## src/shared/spm_pkg.sv

```systemverilog
// constants for the serial port mode configuration block
// assumes one 250 MHz core clock and an Avalon-MM byte address
// Operation
// - bit 0 of each port mode register turns MIDI support on, off after reset.
// - bit 1 of each port mode register turns high-speed operation on, off after reset.
// - bit 7 of the first mode register makes both UARTs share one interrupt request.
// - with sharing on and both UARTs assigned, both interrupt lines follow either UART.
// - bit 5 of the second mode register picks a low or released idle transmit pin.
// - the idle selection bit is cleared only by the standby supply power-on reset.
// - bit 0 of the infrared option register makes the receive input active low.
// - bit 1 of the infrared option register makes the transmit output active low.
// - bit 2 of the infrared option register selects half duplex instead of full, in IrDA and amplitude keyed modes only.
// - bits 5 to 3 pick standard serial, IrDA or amplitude keyed infrared.
// - bit 6 moves the infrared signals onto the alternate dedicated pins.
// - the timeout register counts blanking extension in 100 us steps, reset value 3.
// - a timeout of zero blanks only while transmitting, each count up to 100 adds one step.
package spm_pkg;
  // register indices, byte address is {bank, index, 2'b00}
  localparam logic [7:0] SPM_IDX_MODE = 8'hF0;
  localparam logic [7:0] SPM_IDX_IR_OPT = 8'hF1;
  localparam logic [7:0] SPM_IDX_HD_TMO = 8'hF2;
  localparam logic [7:0] SPM_IDX_INT_STAT = 8'h00;
  localparam logic [7:0] SPM_IDX_INT_MASK = 8'h01;
  localparam logic [7:0] SPM_IDX_LIVE = 8'h02;
  localparam logic SPM_BANK_P1 = 1'h0;
  localparam logic SPM_BANK_P2 = 1'h1;
  // reset values and writable bit masks
  localparam logic [7:0] SPM_MODE_RST = 8'h00;
  localparam logic [7:0] SPM_IR_OPT_RST = 8'h02;
  localparam logic [7:0] SPM_HD_TMO_RST = 8'h03;
  localparam logic [7:0] SPM_P1_WMASK = 8'h83;
  localparam logic [7:0] SPM_P2_WMASK = 8'h03;
  localparam logic [7:0] SPM_IR_WMASK = 8'h7F;
  // field positions
  localparam int SPM_B_MIDI = 0;
  localparam int SPM_B_HS = 1;
  localparam int SPM_B_SHARE = 7;
  localparam int SPM_B_TXIDLE = 5;
  localparam int SPM_B_RXPOL = 0;
  localparam int SPM_B_TXPOL = 1;
  localparam int SPM_B_DUPLEX = 2;
  localparam int SPM_B_IRMODE = 3;
  localparam int SPM_B_ROUTE = 6;
  // interrupt status bits
  localparam int SPM_EV_W = 3;
  localparam int SPM_EV_U1 = 0;
  localparam int SPM_EV_U2 = 1;
  localparam int SPM_EV_BLANK = 2;
  // timing: one blanking step
  localparam int SPM_CLK_MHZ = 250;
  localparam int SPM_STEP_US = 100;
  localparam int SPM_STEP_CYCLES = SPM_STEP_US * SPM_CLK_MHZ;
  localparam logic [7:0] SPM_TMO_MAX = 8'h64;
  typedef enum logic [2:0] {
    SPM_IR_STD = 3'b000,
    SPM_IR_IRDA = 3'b001,
    SPM_IR_ASK = 3'b010
  } spm_ir_mode_t;
  typedef enum logic {
    SPM_BUS_IDLE = 1'b0,
    SPM_BUS_ACK = 1'b1
  } spm_bus_state_t;
endpackage

```

## src/design/spm_blank_timer.sv

```systemverilog
// half-duplex receive blanking timer
// assumes a synchronous transmit busy level from the second UART
module spm_blank_timer import spm_pkg::*; #(
  parameter int STEP_CYCLES = SPM_STEP_CYCLES
) (
  input wire logic i_core_clk,
  input wire logic i_rst_n,
  input wire logic i_half_duplex,
  input wire logic i_tx_busy,
  input wire logic [7:0] i_steps,
  output logic o_blank
);
  typedef struct packed {
    logic [15:0] cyc;
    logic [7:0] left;
    logic blank;
  } spm_tmr_t;
  spm_tmr_t st_reg, st_next;
  localparam logic [15:0] STEP_LAST = 16'(STEP_CYCLES - 1);

  // step counter, values above 10 ms clamp to the maximum
  always_comb begin
    st_next = st_reg;
    if (!i_half_duplex) begin
      st_next = '0;
    end else if (i_tx_busy) begin
      st_next.blank = 1'b1;
      st_next.cyc = '0;
      st_next.left = (i_steps > SPM_TMO_MAX) ? SPM_TMO_MAX : i_steps;
    end else if (st_reg.left != 8'h00) begin
      st_next.blank = 1'b1;
      st_next.cyc = st_reg.cyc + 16'h0001;
      if (st_reg.cyc == STEP_LAST) begin
        st_next.cyc = '0;
        st_next.left = st_reg.left - 8'h01;
      end
    end else begin
      st_next.blank = 1'b0;
    end
  end

  always_ff @(posedge i_core_clk or negedge i_rst_n) begin
    if (!i_rst_n) begin
      st_reg <= '0;
    end else begin
      st_reg <= st_next;
    end
  end

  assign o_blank = st_reg.blank;
endmodule

```

## src/design/spm_ir_route.sv

```systemverilog
// second port pin router: serial or infrared, normal or alternate pins
// assumes pins synchronous to the core clock, encoders live in the UART
module spm_ir_route import spm_pkg::*; (
  input wire logic i_core_clk,
  input wire logic i_rst_n,
  input wire logic i_tx_data,
  input wire logic i_port_active,
  input wire logic i_idle_tristate,
  input wire logic [2:0] i_ir_mode,
  input wire logic i_tx_pol_low,
  input wire logic i_rx_pol_low,
  input wire logic i_alt_pins,
  input wire logic i_blank,
  input wire logic i_serial_in,
  input wire logic i_alt_rx,
  output logic o_serial_out,
  output logic o_serial_oe,
  output logic o_alt_tx,
  output logic o_rx_data
);
  typedef struct packed {
    logic sout;
    logic soe;
    logic atx;
    logic rx;
  } spm_rt_t;
  spm_rt_t st_reg, st_next;
  logic ir;
  logic tx_lvl;
  logic rx_src;

  // reserved mode codes fall back to plain serial
  always_comb begin
    ir = (i_ir_mode == SPM_IR_IRDA) || (i_ir_mode == SPM_IR_ASK);
    tx_lvl = ~i_tx_data ^ i_tx_pol_low;
    rx_src = (ir && i_alt_pins) ? i_alt_rx : i_serial_in;
    st_next.atx = (ir && i_alt_pins && i_port_active) ? tx_lvl : i_tx_pol_low;
    st_next.soe = 1'b1;
    st_next.sout = i_tx_data;
    if (!i_port_active) begin
      st_next.sout = 1'b0;
      st_next.soe = !i_idle_tristate;
    end else if (ir && !i_alt_pins) begin
      st_next.sout = tx_lvl;
    end
    st_next.rx = ir ? ~(rx_src ^ i_rx_pol_low) : rx_src;
    if (i_blank) begin
      st_next.rx = 1'b1;
    end
  end

  always_ff @(posedge i_core_clk or negedge i_rst_n) begin
    if (!i_rst_n) begin
      st_reg <= '{sout: 1'b0, soe: 1'b1, atx: 1'b1, rx: 1'b1};
    end else begin
      st_reg <= st_next;
    end
  end

  assign o_serial_out = st_reg.sout;
  assign o_serial_oe = st_reg.soe;
  assign o_alt_tx = st_reg.atx;
  assign o_rx_data = st_reg.rx;
endmodule

```

## src/design/spm_top.sv

```systemverilog
// serial port mode registers, IRQ sharing and second port pin control
// assumes an Avalon-MM master on the core clock and UART cores outside
module spm_top import spm_pkg::*; #(
  parameter int STEP_CYCLES = SPM_STEP_CYCLES
) (
  input wire logic i_core_clk,
  input wire logic i_rstn,
  input wire logic i_standby_rstn,
  input wire logic [10:0] i_avs_address,
  input wire logic i_avs_read,
  input wire logic i_avs_write,
  input wire logic [31:0] i_avs_writedata,
  input wire logic [3:0] i_avs_byteenable,
  output logic [31:0] o_avs_readdata,
  output logic o_avs_waitrequest,
  input wire logic i_uart1_irq,
  input wire logic i_uart2_irq,
  input wire logic i_uart1_irq_assigned,
  input wire logic i_uart2_irq_assigned,
  output logic o_uart1_irq_line,
  output logic o_uart2_irq_line,
  output logic o_p1_midi_en,
  output logic o_p1_high_speed,
  output logic o_p2_midi_en,
  output logic o_p2_high_speed,
  input wire logic i_p2_port_active,
  input wire logic i_p2_tx_data,
  input wire logic i_p2_tx_busy,
  output logic o_p2_rx_data,
  input wire logic i_second_port_serial_in,
  output logic o_second_port_serial_out,
  output logic o_second_port_serial_oe,
  input wire logic i_alt_infrared_receive_pin,
  output logic o_alt_infrared_transmit_pin,
  output logic o_irq
);
  typedef struct packed {
    spm_bus_state_t bus;
    logic wreq;
    logic [31:0] rdata;
    logic [7:0] p1;
    logic [7:0] p2;
    logic [7:0] ir;
    logic [7:0] tmo;
    logic [SPM_EV_W-1:0] stat;
    logic [SPM_EV_W-1:0] mask;
    logic irq;
    logic line1;
    logic line2;
    logic u1_prev;
    logic u2_prev;
    logic blank_prev;
  } spm_top_st_t;

  spm_top_st_t st_reg, st_next;
  logic [1:0] rst_sync_reg;
  logic [1:0] srst_sync_reg;
  logic rst_n;
  logic srst_n;
  logic tx_idle_reg;
  logic blank;
  logic half;
  logic bank;
  logic [7:0] idx;
  logic wr_go;
  logic wr_p2mode;
  logic any_irq;
  logic [SPM_EV_W-1:0] ev;
  logic [SPM_EV_W-1:0] w1c;
  logic [31:0] rd_val;

  // reset release through two flops each, assertion stays asynchronous
  always_ff @(posedge i_core_clk or negedge i_rstn) begin
    if (!i_rstn) begin
      rst_sync_reg <= 2'h0;
    end else begin
      rst_sync_reg <= {rst_sync_reg[0], 1'b1};
    end
  end

  always_ff @(posedge i_core_clk or negedge i_standby_rstn) begin
    if (!i_standby_rstn) begin
      srst_sync_reg <= 2'h0;
    end else begin
      srst_sync_reg <= {srst_sync_reg[0], 1'b1};
    end
  end

  assign rst_n = rst_sync_reg[1];
  assign srst_n = srst_sync_reg[1];

  // address split and write qualification
  assign bank = i_avs_address[10];
  assign idx = i_avs_address[9:2];
  assign wr_go = (st_reg.bus == SPM_BUS_ACK) && i_avs_write && i_avs_byteenable[0];
  assign wr_p2mode = wr_go && (bank == SPM_BANK_P2) && (idx == SPM_IDX_MODE);
  assign half = st_reg.ir[SPM_B_DUPLEX] &&
    ((st_reg.ir[5:3] == SPM_IR_IRDA) || (st_reg.ir[5:3] == SPM_IR_ASK));

  // read mux, reserved bits and unmapped addresses read as zero
  always_comb begin
    rd_val = 32'h0000_0000;
    if (bank == SPM_BANK_P1 && idx == SPM_IDX_MODE) begin
      rd_val[7:0] = st_reg.p1;
    end else if (bank == SPM_BANK_P1 && idx == SPM_IDX_INT_STAT) begin
      rd_val[SPM_EV_W-1:0] = st_reg.stat;
    end else if (bank == SPM_BANK_P1 && idx == SPM_IDX_INT_MASK) begin
      rd_val[SPM_EV_W-1:0] = st_reg.mask;
    end else if (bank == SPM_BANK_P1 && idx == SPM_IDX_LIVE) begin
      rd_val[2:0] = {blank, st_reg.line2, st_reg.line1};
    end else if (bank == SPM_BANK_P2 && idx == SPM_IDX_MODE) begin
      rd_val[7:0] = st_reg.p2;
      rd_val[SPM_B_TXIDLE] = tx_idle_reg;
    end else if (bank == SPM_BANK_P2 && idx == SPM_IDX_IR_OPT) begin
      rd_val[7:0] = st_reg.ir;
    end else if (bank == SPM_BANK_P2 && idx == SPM_IDX_HD_TMO) begin
      rd_val[7:0] = st_reg.tmo;
    end
  end

  // main next-state logic: bus handshake, registers, irq routing, events
  always_comb begin
    st_next = st_reg;
    w1c = '0;
    any_irq = i_uart1_irq | i_uart2_irq;
    // one wait cycle, then a single ack cycle with waitrequest low
    if (st_reg.bus == SPM_BUS_IDLE) begin
      if (i_avs_read || i_avs_write) begin
        st_next.bus = SPM_BUS_ACK;
        st_next.wreq = 1'b0;
        st_next.rdata = rd_val;
      end
    end else begin
      st_next.bus = SPM_BUS_IDLE;
      st_next.wreq = 1'b1;
    end
    // reserved bits are masked off, software should write them as zero
    if (wr_go) begin
      if (bank == SPM_BANK_P1 && idx == SPM_IDX_MODE) begin
        st_next.p1 = i_avs_writedata[7:0] & SPM_P1_WMASK;
      end else if (bank == SPM_BANK_P1 && idx == SPM_IDX_INT_STAT) begin
        w1c = i_avs_writedata[SPM_EV_W-1:0];
      end else if (bank == SPM_BANK_P1 && idx == SPM_IDX_INT_MASK) begin
        st_next.mask = i_avs_writedata[SPM_EV_W-1:0];
      end else if (bank == SPM_BANK_P2 && idx == SPM_IDX_MODE) begin
        st_next.p2 = i_avs_writedata[7:0] & SPM_P2_WMASK;
      end else if (bank == SPM_BANK_P2 && idx == SPM_IDX_IR_OPT) begin
        st_next.ir = i_avs_writedata[7:0] & SPM_IR_WMASK;
      end else if (bank == SPM_BANK_P2 && idx == SPM_IDX_HD_TMO) begin
        st_next.tmo = i_avs_writedata[7:0];
      end
    end
    // sharing relies on software leaving one UART unassigned
    if (st_reg.p1[SPM_B_SHARE]) begin
      st_next.line1 = i_uart1_irq_assigned & any_irq;
      st_next.line2 = i_uart2_irq_assigned & any_irq;
    end else begin
      st_next.line1 = i_uart1_irq;
      st_next.line2 = i_uart2_irq;
    end
    // rising irq edges and the end of blanking; a new event beats the clear
    st_next.u1_prev = i_uart1_irq;
    st_next.u2_prev = i_uart2_irq;
    st_next.blank_prev = blank;
    ev = '0;
    ev[SPM_EV_U1] = i_uart1_irq & ~st_reg.u1_prev;
    ev[SPM_EV_U2] = i_uart2_irq & ~st_reg.u2_prev;
    ev[SPM_EV_BLANK] = st_reg.blank_prev & ~blank;
    st_next.stat = (st_reg.stat & ~w1c) | ev;
    st_next.irq = |(st_next.stat & st_next.mask);
  end

  always_ff @(posedge i_core_clk or negedge rst_n) begin
    if (!rst_n) begin
      st_reg <= '{bus: SPM_BUS_IDLE, wreq: 1'b1, rdata: 32'h0000_0000,
        p1: SPM_MODE_RST, p2: SPM_MODE_RST, ir: SPM_IR_OPT_RST,
        tmo: SPM_HD_TMO_RST, default: '0};
    end else begin
      st_reg <= st_next;
    end
  end

  // idle-level bit sits on the standby supply, main resets leave it alone
  always_ff @(posedge i_core_clk or negedge srst_n) begin
    if (!srst_n) begin
      tx_idle_reg <= 1'b0;
    end else if (wr_p2mode) begin
      tx_idle_reg <= i_avs_writedata[SPM_B_TXIDLE];
    end
  end

  spm_blank_timer #(
    .STEP_CYCLES(STEP_CYCLES)
  ) u_timer (
    .i_core_clk(i_core_clk),
    .i_rst_n(rst_n),
    .i_half_duplex(half),
    .i_tx_busy(i_p2_tx_busy),
    .i_steps(st_reg.tmo),
    .o_blank(blank)
  );

  spm_ir_route u_route (
    .i_core_clk(i_core_clk),
    .i_rst_n(rst_n),
    .i_tx_data(i_p2_tx_data),
    .i_port_active(i_p2_port_active),
    .i_idle_tristate(tx_idle_reg),
    .i_ir_mode(st_reg.ir[5:3]),
    .i_tx_pol_low(st_reg.ir[SPM_B_TXPOL]),
    .i_rx_pol_low(st_reg.ir[SPM_B_RXPOL]),
    .i_alt_pins(st_reg.ir[SPM_B_ROUTE]),
    .i_blank(blank),
    .i_serial_in(i_second_port_serial_in),
    .i_alt_rx(i_alt_infrared_receive_pin),
    .o_serial_out(o_second_port_serial_out),
    .o_serial_oe(o_second_port_serial_oe),
    .o_alt_tx(o_alt_infrared_transmit_pin),
    .o_rx_data(o_p2_rx_data)
  );

  // all outputs straight from flops
  assign o_avs_readdata = st_reg.rdata;
  assign o_avs_waitrequest = st_reg.wreq;
  assign o_uart1_irq_line = st_reg.line1;
  assign o_uart2_irq_line = st_reg.line2;
  assign o_p1_midi_en = st_reg.p1[SPM_B_MIDI];
  assign o_p1_high_speed = st_reg.p1[SPM_B_HS];
  assign o_p2_midi_en = st_reg.p2[SPM_B_MIDI];
  assign o_p2_high_speed = st_reg.p2[SPM_B_HS];
  assign o_irq = st_reg.irq;
endmodule

```

## config.mk

```make
export PLATFORM = sky130hd
export DESIGN_NAME = spm_top
export DESIGN_NICKNAME = d
export VERILOG_FILES = /design/src/shared/spm_pkg.sv /design/src/design/spm_blank_timer.sv /design/src/design/spm_ir_route.sv /design/src/design/spm_top.sv
export SDC_FILE = /design/constraint.sdc
export NUM_CORES = 1
export LEC_CHECK = 0
export ABC_AREA = 0
export BUFFER_PORTS_ARGS = -buffer_cell sky130_fd_sc_hd__buf_2
export CELL_PAD_IN_SITES_DETAIL_PLACEMENT = 1
export CELL_PAD_IN_SITES_GLOBAL_PLACEMENT = 1
export CORE_UTILIZATION = 44
export CTS_CLUSTER_SIZE = 40
export DETAILED_ROUTE_END_ITERATION = 8
export PLACE_DENSITY = 0.92
export REMOVE_ABC_BUFFERS = 1
export SYNTH_ARGS = -nofsm -noshare
export SYNTH_HDL_FRONTEND = slang
export SYNTH_SLANG_ARGS = --single-unit
```

## constraint.sdc

```tcl
create_clock -name i_core_clk -period 4.8 [get_ports i_core_clk]
set_input_delay 0.48 -clock i_core_clk [delete_from_list [all_inputs] [get_ports i_core_clk]]
set_output_delay 0.48 -clock i_core_clk [all_outputs]
set_load 0.005 [all_outputs]
```

==> flow_summary.ini <==
[floorplan]
ios = 105
fp.dieH_um = 97.9
rows = 34
initial_utilization_pct = 46.0
dieArea_um2 = 9590
core_um2 = 8810
die_w_um = 97.9

[synthesis]
yosysTopAreaCell = dfrtp_1
synth_seq_area_share_pct = 47.2
ys_seq_elements = 76
synth_edf_count = 0
netlist_area_um2 = 4050
synth_warnings = 0
syn_inst = 401
synthArstFlopShare_pct = 100
ys_types = 65
ys_top_cells_by_area = dfrtp_1 43%, buf_4 5.9%, mux2_2 5.0%
netlist.area_leader.share_pct = 42.6
synthFlopType = dfrtp_1
syn_avg_cell_area_um2 = 10.1

[clocking]
worstSkewPairLatency_ns = 0.36
cts_tree = yes
htree_levels = 3
cts_buffer_depth = 2
cts_sinks = 76
clock-root-buffer = clkbuf_8
numCtsBuffers = 9
post-cts-setup-buffer-count = 0
clk_pin_slew_ns = 0.08

[timing]
finalCritPeriodShare_pct = 54.9
clock_skew_ns = 0.00947
clock.fmax_ghz = 0.380
whs_ns = 0.00892
rsz0062_at_grt = false
hold_viol = 0
maxSlewHeadroom_pct = 34.1
worst_pin_slew_ns = 0.982
drv_slew = 0
period_minus_slack_ns = 2.63
setup_viol = 0
tns_ns = 0

[power_and_ir_drop]
clkPwrFrac_pct = 42.7
p_sw_share_pct = 23.9
internal-power_mw = 1.01
p_leak_nw = 2.05
seqPwrFrac_pct = 50.0
power_mw = 1.33
p_comb_share_pct = 7.3
powerDensity_nw_per_um2 = 295
switching_power_mw = 0.317
max-vdd-ir-drop_uv = 140

[placed_design]
place_area_um2 = 4250
port_buffers = 51
place.gp.congestion = 0.874
dpl.hpwl_mm = 7.54

[setup_path]
crit_family = simple AND/OR/NAND/NOR gates
worstPathRequired_ns = 5.05
max_stage_delay_ns = 0.70
path_buf_inv = 0
critPathSlowestCell = and4b_1
endpoint_kind = register
r2r_cells = 4
cp.arrival_ns = 2.89
crit_cells = 4
crit_fanout = 16
crit_path_start_kind = register
crit_type = reg2reg
path_cells = nor3_1 -> and4b_1 -> o21ai_1 -> o22ai_1

[drt]
viasPerCell = 5.75
routed_wl_mm = 10.4
drtIter0Drc = 201
antenna_left = 0
dr_total_vias = 3220
wl_per_cell_um = 18.7
drtPass1Iterations = 7
drc = 8

[finish]
n_antenna_cell = 0
drive_gt1_share_pct = 24.3
final_cell_area_um2 = 4510
largest_reg_flops = 26
area_delta_synth_final_pct = 11.3
fillers = 1002
fin_nets = 511

[status]
status = finished with violations
violations = design-rule violations

[global_routing]
grt_max_degree = 72
overflow = 0
grt_pass1_vias = 3413
grt_pass1_wl_mm = 17.6
grt_usage_pct = 23.7
grt_antenna_before_repair = 0

[job]
maxCapViolCount = 0

[min_path]
hold_path_class = reg2async
power by group through the flow:
stage | logic [mW] | registers [mW] | clock network, mW
after detailed placement | 0.0956 | 0.676 | 0
after floorplan | 0.0401 | 0.683 | 0
after global placement | 0.0931 | 0.675 | 0
after global routing | 0.109 | 0.665 | 0.607
final | 0.0973 | 0.664 | 0.567
after CTS | 0.0976 | 0.664 | 0.577
cell families (layout without fill, tap and decap cells):
logic type	after synthesis	in the layout	synth area share, %
and+or+nand+nor	132	132	18.1
AOI/OAI and AO/OA	91	91	15.4
DFF	76	76	47.2
buffers and inverters	58	85	8.43
muxes	21	21	5.87
xor gates and xnor gates	18	18	3.89
adders and majority gates	3	3	0.927
other	2	26	0.185
path summary, 6_finish.rpt:
check                                              startpoint                       endpoint  slack [ns]
worst max-delay path            u_timer.st_reg[3]$_DFFE_PN0P_  u_timer.st_reg[1]$_DFFE_PN0P_        2.17
worst min-delay path               srst_sync_reg[1]$_DFF_PN0_        tx_idle_reg$_DFFE_PN0P_       0.009
worst max register to register  u_timer.st_reg[3]$_DFFE_PN0P_  u_timer.st_reg[1]$_DFFE_PN0P_        2.17
worst min register to register     srst_sync_reg[1]$_DFF_PN0_        tx_idle_reg$_DFFE_PN0P_       0.009
max in group asynchronous           rst_sync_reg[1]$_DFF_PN0_  o_avs_readdata[2]$_DFFE_PN0P_        3.74
min in group i_core_clk                           i_uart1_irq            st_reg[2]$_DFF_PN0_        0.28
per-stage QoR:
step / utilization, % / std cells / setup slack [ns]
2_1_floorplan: - / 382 / 2.60
3_3_place_gp: 48.3 / 542 / 2.32
3_5_place_dp: 48.3 / 542 / 2.24
4_1_cts: 51.2 / 560 / 2.21
5_1_grt: 51.2 / 560 / 1.92
6_report: 51.2 / 560 / 2.17
cell usage in the layout, fill, tap and decap left out, drive strengths merged, types with 4 or more instances in the layout:
cell type / instances
a211oi: 5
a21oi: 14
a22o: 9
a22oi: 5
a31oi: 4
a32o: 5
and2: 4
and3: 4
and4: 4
buf: 52
clkbuf: 11
conb: 26
dfrtp: 69
dfstp: 7
inv: 15
mux2: 19
nand2: 31
nand2b: 5
nand3: 12
nand4: 10
nor2: 35
nor3: 7
o21ai: 25
o22ai: 4
xnor2: 14
xor2: 4
area by class of cell:
type / count / area, um2 / share of cell area [%]
inverter: 15 / 56.3 / 1.25
clock inverter: 5 / 81.3 / 1.80
timing repair buffer: 54 / 283 / 6.27
sequential: 76 / 1910 / 42.4
multi-input combinational: 291 / 1890 / 41.9
tap: 108 / 135 / 3.00
clock buffer: 11 / 151 / 3.36
routing by layer:
metal  vias to the layer above  track usage [%]  part of all wire [%]
li1                       1482                -                     -
met1                      1615             31.7                    45
met2                       103             37.5                    48
met3                        20             4.44                   4.8
met4                         0             10.4                   2.4
met5                         -                0                     0
synthesized netlist by cell type, types with 4 or more instances:
cell type and number:
xor2_1 4, a21oi_1 14, mux2_2 18, nand2b_1 5, clkbuf_1 8, o22ai_1 4, dfstp_2 7, nor2_1 34
and3_1 4, a31oi_1 4, o21ai_0 24, nand3_1 12, nor3_1 7, inv_1 14, buf_4 32, nand4_1 9
a211oi_1 5, a22o_1 9, and2_1 4, nand2_1 31, xnor2_1 14, a22oi_1 5, dfrtp_1 69, a32o_1 5
what timing repair did:
action / 4_1_cts / 5_1_grt
hold buffers: 2 / 0
gates resized for setup: 0 / 0
endpoints found under the hold margin: 4 / 0
(Power assumes the default switching activity.)
